[src/design/ffq_consts.vh]
/*
 Constants for the flyback fault qualifier: cycle counts, time figures
 and derived clock counts. Assumes a 100 MHz core clock.
*/
`ifndef FFQ_CONSTS_VH
`define FFQ_CONSTS_VH

`define FFQ_CLK_PERIOD_NS 10
`define FFQ_THERMAL_CYCLES 6'h20
`define FFQ_DIE_CYCLES 6'h20
`define FFQ_SHORT_CYCLES 6'h08
`define FFQ_OVP_CYCLES 6'h03
`define FFQ_LEB_NS 250
// Blanking window in clocks: 250 ns at 10 ns a clock, sized to its counter
`define FFQ_LEB_CLKS 5'h19
`define FFQ_BROWN_MS 45
`define FFQ_BROWN_CLKS (`FFQ_BROWN_MS * 100000)
`define FFQ_CNT_W 6
`define FFQ_LEB_W 5
`define FFQ_BROWN_W 23
// Bit positions of the synchronised comparator levels
`define FFQ_IX_DIS 0
`define FFQ_IX_BO 1
`define FFQ_IX_TH 2
`define FFQ_IX_OVP 3
`define FFQ_IX_DIE 4
`define FFQ_IX_CSLIM 5
`define FFQ_IX_VON 6
`define FFQ_IX_VOFF 7
`define FFQ_IX_VOVLO 8
`define FFQ_IX_VPOR 9

`endif

[src/design/ffq_cycle_qual.v]
/*
 Cycle-qualified fault counter: counts switching-cycle strobes while a
 condition holds and reports the fault once the count is reached.
 Assumes strobe and condition are synchronous to mclk.
*/
`include "ffq_consts.vh"

module ffq_cycle_qual (
   input wire mclk,
   input wire rst_b,
   input wire clr,
   input wire cycle_stb,
   input wire cond,
   input wire [`FFQ_CNT_W-1:0] limit,
   output reg hit_ff
);
   reg [`FFQ_CNT_W-1:0] cnt_ff;
   reg [`FFQ_CNT_W-1:0] nxt_cnt;
   reg nxt_hit;

   // Advance per strobe while condition holds, clear when absent
   always @* begin
      nxt_cnt = cnt_ff;
      nxt_hit = hit_ff;
      if (clr) begin
         nxt_cnt = {`FFQ_CNT_W{1'b0}};
         nxt_hit = 1'b0;
      end else if (cycle_stb) begin
         if (!cond) begin
            nxt_cnt = {`FFQ_CNT_W{1'b0}};
            nxt_hit = 1'b0;
         end else if (cnt_ff + 6'h01 >= limit) begin
            nxt_cnt = limit;
            nxt_hit = 1'b1;
         end else begin
            nxt_cnt = cnt_ff + 6'h01;
         end
      end
   end

   // State registers
   always @(posedge mclk) begin
      if (!rst_b) begin
         cnt_ff <= {`FFQ_CNT_W{1'b0}};
         hit_ff <= 1'b0;
      end else begin
         cnt_ff <= nxt_cnt;
         hit_ff <= nxt_hit;
      end
   end
endmodule // ffq_cycle_qual

[src/design/ffq_fault_qualifier.v]
/*
 Fault qualification and switching permission for a flyback controller.
 Takes comparator levels and the PWM cycle strobe; decides when the gate
 drive may run. Comparator inputs are asynchronous and all but cs_over_ctrl pass three flops;
 the gate-on request and cycle strobe come from mclk-domain logic.
 Assumes the variant selects are static straps and that the per-cycle
 strobe arrives once per switching cycle, after the gate request falls.
 A gate pulse only starts on a turn-on edge of the request, so every
 pulse opens a blanking window; a request already high when switching
 becomes permitted waits for its next rising edge.
 The brown-out qualification time is a long clock count; the counter
 stops at its limit and is cleared whenever the line recovers.
 Qualified faults are dropped on leaving the run state, so an
 auto-restart part retries as soon as the supply permits it.
 Latched parts keep a flag that only a power-on level clears.
 The comparator levels carry no hysteresis of their own here; the
 agree stage of each synchroniser rejects single-clock glitches.
*/
`include "ffq_consts.vh"

module ffq_fault_qualifier (
   input wire mclk,
   input wire rst_b,
   input wire variant_brownout,
   input wire variant_latched,
   input wire pwm_gate_req,
   input wire cycle_stb,
   input wire fault_pin_below_disable,
   input wire fault_pin_below_brownout,
   input wire fault_pin_below_thermal,
   input wire fault_pin_above_overvoltage,
   input wire die_over_temp,
   input wire cs_over_limit,
   input wire cs_over_ctrl,
   input wire vdd_above_turn_on,
   input wire vdd_below_turn_off,
   input wire vdd_above_ovlo,
   input wire vdd_below_por,
   output reg gate_drive_output_ff,
   output reg leb_active_ff,
   output reg cs_trip_ff,
   output reg run_ok_ff,
   output reg fault_latched_ff,
   output reg disable_ff,
   output reg brownout_ff
);
   localparam NIN = 10;
   localparam ST_OFF = 2'h0;
   localparam ST_RUN = 2'h1;
   localparam ST_FAULT = 2'h2;

   // Positions of the comparator levels in the synchroniser bank
   localparam IX_DIS = `FFQ_IX_DIS;
   localparam IX_BO = `FFQ_IX_BO;
   localparam IX_TH = `FFQ_IX_TH;
   localparam IX_OVP = `FFQ_IX_OVP;
   localparam IX_DIE = `FFQ_IX_DIE;
   localparam IX_CSLIM = `FFQ_IX_CSLIM;
   localparam IX_VON = `FFQ_IX_VON;
   localparam IX_VOFF = `FFQ_IX_VOFF;
   localparam IX_VOVLO = `FFQ_IX_VOVLO;
   localparam IX_VPOR = `FFQ_IX_VPOR;

   // Input synchroniser stages
   wire [NIN-1:0] raw_in;
   wire [NIN-1:0] sync_in;
   reg [NIN-1:0] s1_ff;
   reg [NIN-1:0] s2_ff;
   reg [NIN-1:0] s3_ff;
   reg [NIN-1:0] st_ff;

   // Sequencer, blanking and brown-out state
   reg [1:0] state_ff;
   reg [1:0] nxt_state;
   reg [`FFQ_LEB_W-1:0] leb_cnt_ff;
   reg [`FFQ_BROWN_W-1:0] brown_cnt_ff;
   reg gate_prev_ff;
   reg short_seen_ff;
   reg nxt_latched;

   // Qualified faults and decoded conditions
   wire clr_q;
   wire q_therm;
   wire q_die;
   wire q_short;
   wire q_ovp;
   wire disable_now;
   wire brown_now;
   wire ovp_en;
   wire any_fault;
   wire lockout;
   wire turn_on_edge;
   wire gate_allowed;
   wire gate_start;

   // Asynchronous comparator levels, in the order of the index names
   assign raw_in = {vdd_below_por,
      vdd_above_ovlo,
      vdd_below_turn_off,
      vdd_above_turn_on,
      cs_over_limit,
      die_over_temp,
      fault_pin_above_overvoltage,
      fault_pin_below_thermal,
      fault_pin_below_brownout,
      fault_pin_below_disable};

   // Three-flop synchronisers; a change counts once stages 2 and 3 agree
   genvar gi;
   generate
      for (gi = 0; gi < NIN; gi = gi + 1) begin : g_sync
         always @(posedge mclk) begin
            if (!rst_b) begin
               s1_ff[gi] <= 1'b0;
               s2_ff[gi] <= 1'b0;
               s3_ff[gi] <= 1'b0;
               st_ff[gi] <= 1'b0;
            end else begin
               s1_ff[gi] <= raw_in[gi];
               s2_ff[gi] <= s1_ff[gi];
               s3_ff[gi] <= s2_ff[gi];
               if (s2_ff[gi] == s3_ff[gi])
                  st_ff[gi] <= s3_ff[gi];
            end
         end
      end
   endgenerate
   assign sync_in = st_ff;

   // Disable acts for all variants and releases with no delay
   assign disable_now = sync_in[IX_DIS];
   // Pin-based thermal and overvoltage only in the non brown-out variant
   assign ovp_en = !variant_brownout;
   assign brown_now = variant_brownout && brownout_ff;
   // Supply outside its operating window
   assign lockout = sync_in[IX_VOFF] ||
      sync_in[IX_VOVLO] ||
      sync_in[IX_VPOR];
   // Any qualified fault stops the gate
   assign any_fault = q_therm ||
      q_die ||
      q_short ||
      q_ovp ||
      brown_now;
   assign clr_q = (state_ff != ST_RUN);
   assign turn_on_edge = pwm_gate_req && !gate_prev_ff;

   // Gate permission and the start of a new, blanked pulse
   assign gate_allowed = (nxt_state == ST_RUN) && !disable_now &&
      !any_fault && !lockout;
   assign gate_start = turn_on_edge && run_ok_ff && gate_allowed;

   // Fault pin under its thermal level
   ffq_cycle_qual u_therm (
      .mclk(mclk),
      .rst_b(rst_b),
      .clr(clr_q),
      .cycle_stb(cycle_stb),
      .cond(ovp_en && sync_in[IX_TH]),
      .limit(`FFQ_THERMAL_CYCLES),
      .hit_ff(q_therm)
   );

   // Die above its shutdown temperature
   ffq_cycle_qual u_die (
      .mclk(mclk),
      .rst_b(rst_b),
      .clr(clr_q),
      .cycle_stb(cycle_stb),
      .cond(sync_in[IX_DIE]),
      .limit(`FFQ_DIE_CYCLES),
      .hit_ff(q_die)
   );

   // Short-circuit pulses seen during blanking
   ffq_cycle_qual u_short (
      .mclk(mclk),
      .rst_b(rst_b),
      .clr(clr_q),
      .cycle_stb(cycle_stb),
      .cond(short_seen_ff),
      .limit(`FFQ_SHORT_CYCLES),
      .hit_ff(q_short)
   );

   // Fault pin above its overvoltage level
   ffq_cycle_qual u_ovp (
      .mclk(mclk),
      .rst_b(rst_b),
      .clr(clr_q),
      .cycle_stb(cycle_stb),
      .cond(ovp_en && sync_in[IX_OVP]),
      .limit(`FFQ_OVP_CYCLES),
      .hit_ff(q_ovp)
   );

   // Leading-edge blanking window and short-pulse capture per cycle
   always @(posedge mclk) begin
      if (!rst_b) begin
         leb_cnt_ff <= {`FFQ_LEB_W{1'b0}};
         leb_active_ff <= 1'b0;
         gate_prev_ff <= 1'b0;
         short_seen_ff <= 1'b0;
      end else begin
         gate_prev_ff <= pwm_gate_req;
         if (gate_start) begin
            leb_cnt_ff <= `FFQ_LEB_CLKS;
            leb_active_ff <= 1'b1;
         end else if (leb_cnt_ff > 5'h01) begin
            leb_cnt_ff <= leb_cnt_ff - 5'h01;
         end else begin
            leb_cnt_ff <= {`FFQ_LEB_W{1'b0}};
            leb_active_ff <= 1'b0;
         end
         if (cycle_stb)
            short_seen_ff <= 1'b0;
         else if (leb_active_ff && sync_in[IX_CSLIM])
            short_seen_ff <= 1'b1;
      end
   end

   // Cycle termination compare, masked during blanking
   always @(posedge mclk) begin
      if (!rst_b)
         cs_trip_ff <= 1'b0;
      else
         cs_trip_ff <= cs_over_ctrl && !leb_active_ff;
   end

   // Brown-out timer: line below threshold longer than 45ms
   always @(posedge mclk) begin
      if (!rst_b) begin
         brown_cnt_ff <= {`FFQ_BROWN_W{1'b0}};
         brownout_ff <= 1'b0;
      end else if (!variant_brownout || !sync_in[IX_BO]) begin
         brown_cnt_ff <= {`FFQ_BROWN_W{1'b0}};
         brownout_ff <= 1'b0;
      end else if (brown_cnt_ff >= `FFQ_BROWN_CLKS) begin
         brownout_ff <= 1'b1;
      end else begin
         brown_cnt_ff <= brown_cnt_ff + 23'h000001;
      end
   end

   // Run/fault sequencing with latched or auto-restart response
   always @* begin
      nxt_state = state_ff;
      nxt_latched = fault_latched_ff;
      if (sync_in[IX_VPOR])
         nxt_latched = 1'b0;
      case (state_ff)
         ST_OFF: begin
            if (sync_in[IX_VON] && !lockout && !any_fault && !nxt_latched)
               nxt_state = ST_RUN;
         end
         ST_RUN: begin
            if (lockout)
               nxt_state = ST_OFF;
            else if (any_fault) begin
               nxt_state = ST_FAULT;
               if (variant_latched && !brown_now)
                  nxt_latched = 1'b1;
            end
         end
         ST_FAULT: begin
            if (lockout || !any_fault)
               nxt_state = ST_OFF;
         end
         default: nxt_state = ST_OFF;
      endcase
   end

   // State and output registers
   always @(posedge mclk) begin
      if (!rst_b) begin
         state_ff <= ST_OFF;
         fault_latched_ff <= 1'b0;
         run_ok_ff <= 1'b0;
         disable_ff <= 1'b0;
         gate_drive_output_ff <= 1'b0;
      end else begin
         state_ff <= nxt_state;
         fault_latched_ff <= nxt_latched;
         disable_ff <= disable_now;
         run_ok_ff <= (nxt_state == ST_RUN) && !disable_now;
         gate_drive_output_ff <= gate_start ||
            (gate_drive_output_ff && pwm_gate_req && gate_allowed);
      end
   end
endmodule // ffq_fault_qualifier

[config.mk]
export PLATFORM = sky130hd
export DESIGN_NAME = ffq_fault_qualifier
export DESIGN_NICKNAME = d
export VERILOG_FILES = /design/src/design/ffq_cycle_qual.v /design/src/design/ffq_fault_qualifier.v
export VERILOG_INCLUDE_DIRS = /design/src /design/src/design
export SDC_FILE = /design/constraint.sdc
export NUM_CORES = 1
export LEC_CHECK = 0
export BUFFER_PORTS_ARGS = -buffer_cell sky130_fd_sc_hd__buf_2
export CELL_PAD_IN_SITES_DETAIL_PLACEMENT = 1
export CELL_PAD_IN_SITES_GLOBAL_PLACEMENT = 1
export CORE_ASPECT_RATIO = 1.75
export CORE_MARGIN = 5
export CORE_UTILIZATION = 43
export CTS_CLUSTER_SIZE = 20
export DETAILED_ROUTE_END_ITERATION = 7
export PLACE_DENSITY = 0.79
export SKIP_LAST_GASP = 1
export SLEW_MARGIN = 25
export SYNTH_ARGS = -nofsm -noshare
export SYNTH_HDL_FRONTEND = slang
export SYNTH_HIERARCHICAL = 1
export SYNTH_SLANG_ARGS = --single-unit
[constraint.sdc]
create_clock -name mclk -period 2.1 [get_ports mclk]
set_input_delay 0.105 -clock mclk [delete_from_list [all_inputs] [get_ports mclk]]
set_output_delay 0.105 -clock mclk [all_outputs]
set_load 0.01 [all_outputs]
==> impl_metrics.toml <==
[synth]
async_flop_share_pct = 0
synth_area_um2 = 5160
synth_edf_count = 0
syn_inst = 566
synth_seq_cells = 107
synth_ff_type = "dfxtp_1"
ys_top_cells_by_area = "dfxtp_1 (42%), ha_1 (7.8%), mux2i_1 (4.7%)"
synth_top_area_share_pct = 41.5
syn_avg_cell_area_um2 = 9.11
yosysUniqueCellTypes = 45
synth_top_cell_by_area = "dfxtp_1"
ys.warnings.count = 6
ys_seq_area_share_pct = 41.5

[sta]
skew_ns = 0.00659
fin_crit_ns = 2.16
period_share_pct = 103
maxSlewViolCount = 0
timing.fmax_mhz = 462
rsz0062_at_grt = "true"
hold_ws_ns = 0.110
worst_pin_slew_ns = 0.554
setup_viol_count_final = 6
slew_headroom_pct = 62.6
hold_violations = 0
fin_ws_ns = -0.0622

[global_routing]
grt_pass1_wl_um = 21900
grt_usage_pct = 18.7
grt_pass1_vias = 4813
grt_max_degree = 41
grt_overflow_total = 0
antenna_found_initial = 0

[critical_path]
rrSetupSlack_ns = -0.06
crit_chain = "and3_4 > nand3_4 > xnor2_4 > ha_4 > nand4_1 > o221ai_4 > buf_4 > mux2i_1 > o2bb2ai_1"
critPathSlowestCell = "dfxtp_4"
worst-setup-path-type = "register to register"
cp-start-kind = "register"
critPathMaxStageDelay_ns = 0.39
end_kind = "register"
worst_ep_required_time_ns = 2.32
critPathArrivalTime_ns = 2.38
cp_max_fo = 3

[layout]
syn_to_final_growth_pct = 29.5
multi_input_area_um2 = 3310
final_cells = 828
fillCellCount = 1380
fin_nets = 735
finalCoreUtilization_pct = 56.3
antenna_cells = 0
seq_area_um2 = 2170
layout-drive-gt1-share_pct = 22.7

[power_and_ir_drop]
seqPwrFrac_pct = 50.2
power.density_nw_per_um2 = 636
leakage_nw = 2.60
vdd_drop_max_v = 0.000510
p_total_mw = 4.25
clock_power_share_pct = 40.9
p_comb_share_pct = 8.9
power.switching_mw = 1.13
p_int_mw = 3.12
switching_share_pct = 26.6

[clock_tree]
clock_path_buffers = 2
cts_sinks = 107
clock-root-buffer = "clkbuf_16"
tritoncts = "done"
h-tree-depth = 3
numCtsBuffers = 9
clkLatencyLatePin_ns = 0.35
clk_pin_slew_ns = 0.08

[drt]
wl_met1_um = 5080
wl_per_cell_um = 16.3
drt-pass1-iter-count = 4
drt_wl_total_um = 13500
num_vias = 4373
maxUsedRoutingLayer = "met4"
drtAntennaViolNets = 0
drt-initial-drc-count = 116
met2WireLength_um = 7830
dr_wl_met3_um = 213
post-route-drc-count = 0
vias_per_cell = 5.28

[flow_run]
cap_viol_max_count = 0

[die]
die_area_um2 = 14400
core_area_um2 = 11900
die_w_um = 92.8
initial_core_util_pct = 43.4
die_y_um = 155
pin_count = 24
rows = 53

[place]
place_hpwl_um = 8620
pre_cts_ws_ns = -0.0923
gp_congestion = 0.809
dp_cells = 780
port_buffers = 23

[min_path]
hold_path.class = "input pin to register"

[status]
outcome = "complete, but fails checks"
violations = "negative setup slack"
state kept, by name, indices dropped and copies added (netlist names), 2 cells and up:
signal          flops
brown_cnt_ff       23
leb_cnt_ff          5
s1_ff              10
s2_ff              10
s3_ff              10
st_ff               9
state_ff            2
u_die/cnt_ff        6
u_ovp/cnt_ff        6
u_short/cnt_ff      6
u_therm/cnt_ff      6
layer usage:
layer  vias to the layer above  track usage, %
met5                         -               0
met4                         0            6.22
met3                        34            2.23
met2                        49            38.4
met1                      2105            18.7
li1                       2185               -
cells in the final DEF (no fill, tap or decap), drive strengths merged, types with 6 or more instances in the layout:
cell | synthesis | final
mux2i | 24 | 24
o21ai | 44 | 44
nor2 | 20 | 20
o31ai | 6 | 6
a21boi | 10 | 10
and2 | 33 | 33
dlygate4sd3 | 0 | 12
nand2 | 59 | 59
a21oi | 37 | 37
conb | 2 | 48
or3 | 10 | 10
xor2 | 8 | 8
buf | 3 | 62
ha | 32 | 32
nand4 | 9 | 9
nor2b | 11 | 11
dfxtp | 107 | 107
inv | 36 | 39
or4 | 11 | 11
xnor2 | 16 | 16
nor3 | 9 | 9
nand2b | 10 | 10
clkbuf | 8 | 9
nand3 | 22 | 22
worst paths after layout:
path,from,to,cells after the start
max reg2reg,u_ovp/cnt_ff[0]$_SDFFE_PP0P_,u_ovp/cnt_ff[2]$_SDFFE_PP0P_,9
max,u_ovp/cnt_ff[0]$_SDFFE_PP0P_,u_ovp/cnt_ff[2]$_SDFFE_PP0P_,9
min reg2reg,s1_ff[3]$_SDFF_PN0_,s2_ff[3]$_SDFF_PN0_,1
min,variant_brownout,state_ff[1]$_SDFF_PN0_,3
power groups by stage:
| stage | registers [mW] | clock network (mW) | logic [mW] |
|---|---|---|---|
| 5_1_grt | 2.14 | 1.87 | 0.448 |
| 3_5_place_dp | 2.19 | 0 | 0.328 |
| 3_3_place_gp | 2.18 | 0 | 0.312 |
| 4_1_cts | 2.14 | 1.77 | 0.359 |
| 2_1_floorplan | 2.18 | 0 | 0.252 |
| 6_report | 2.13 | 1.74 | 0.379 |
cells in the mapped netlist (all sizes together) (6+ instances only):
cell type and n:
or3 10, nand3 22, nor2b 11, nor2 20, clkbuf 8, mux2i 24, ha 32, nand2 59
a21boi 10, xnor2 16, o31ai 6, dfxtp 107, nand4 9, o21ai 44, nor3 9, nand2b 10
a21oi 37, xor2 8, or4 11, inv 36, and2 33
critical path, delay by kind of cell (launching register included):
kind / cells / cell delay, ns
AND/OR/NAND/NOR: 3 / 0.45
XOR/XNOR: 1 / 0.16
AO/OA/AOI/OAI: 2 / 0.36
buffers and inverters: 1 / 0.15
flip-flops: 1 / 0.39
multiplexers: 1 / 0.22
adder cells (fa/ha/maj): 1 / 0.29
layout make-up:
cell class,instances,share of cell area (%)
multi-input combinational,458,49.5
clock inverter,7,1.33
sequential,107,32.5
inverter,36,2.02
clock buffer,9,3.37
timing repair buffer,74,8.69
tap,137,2.57
per-stage QoR:
step	setup TNS [ns]	cell area, µm²
global placement	-0.00281	5710
CTS	-0.0585	6400
finish	-0.249	6680
detailed placement	-1.21	5710
floorplan	0	5330
global route	-2.05	6680
kinds of logic (layout without fill, tap and decap cells):
| group | after synthesis | count (layout) | share of synthesized area, % |
|---|---|---|---|
| AND/OR/NAND/NOR | 214 | 214 | 22.8 |
| AO/OA/AOI/OAI | 116 | 116 | 15.6 |
| flip-flops | 107 | 107 | 41.5 |
| buffers and inverters | 47 | 126 | 3.49 |
| adder cells (fa/ha/maj) | 32 | 32 | 7.76 |
| XOR/XNOR | 24 | 24 | 4.08 |
| multiplexers | 24 | 24 | 4.66 |
| other | 2 | 48 | 0.146 |
timing repair:
item                                   CTS  global route
hold buffers                            12             0
setup endpoints to repair               26            44
resized for setup                       31            44
endpoints found under the hold margin   12             0
gates cloned                             0             0
pin swaps                               11            18
setup buffers                           13             7
(Power assumes the default switching activity.)
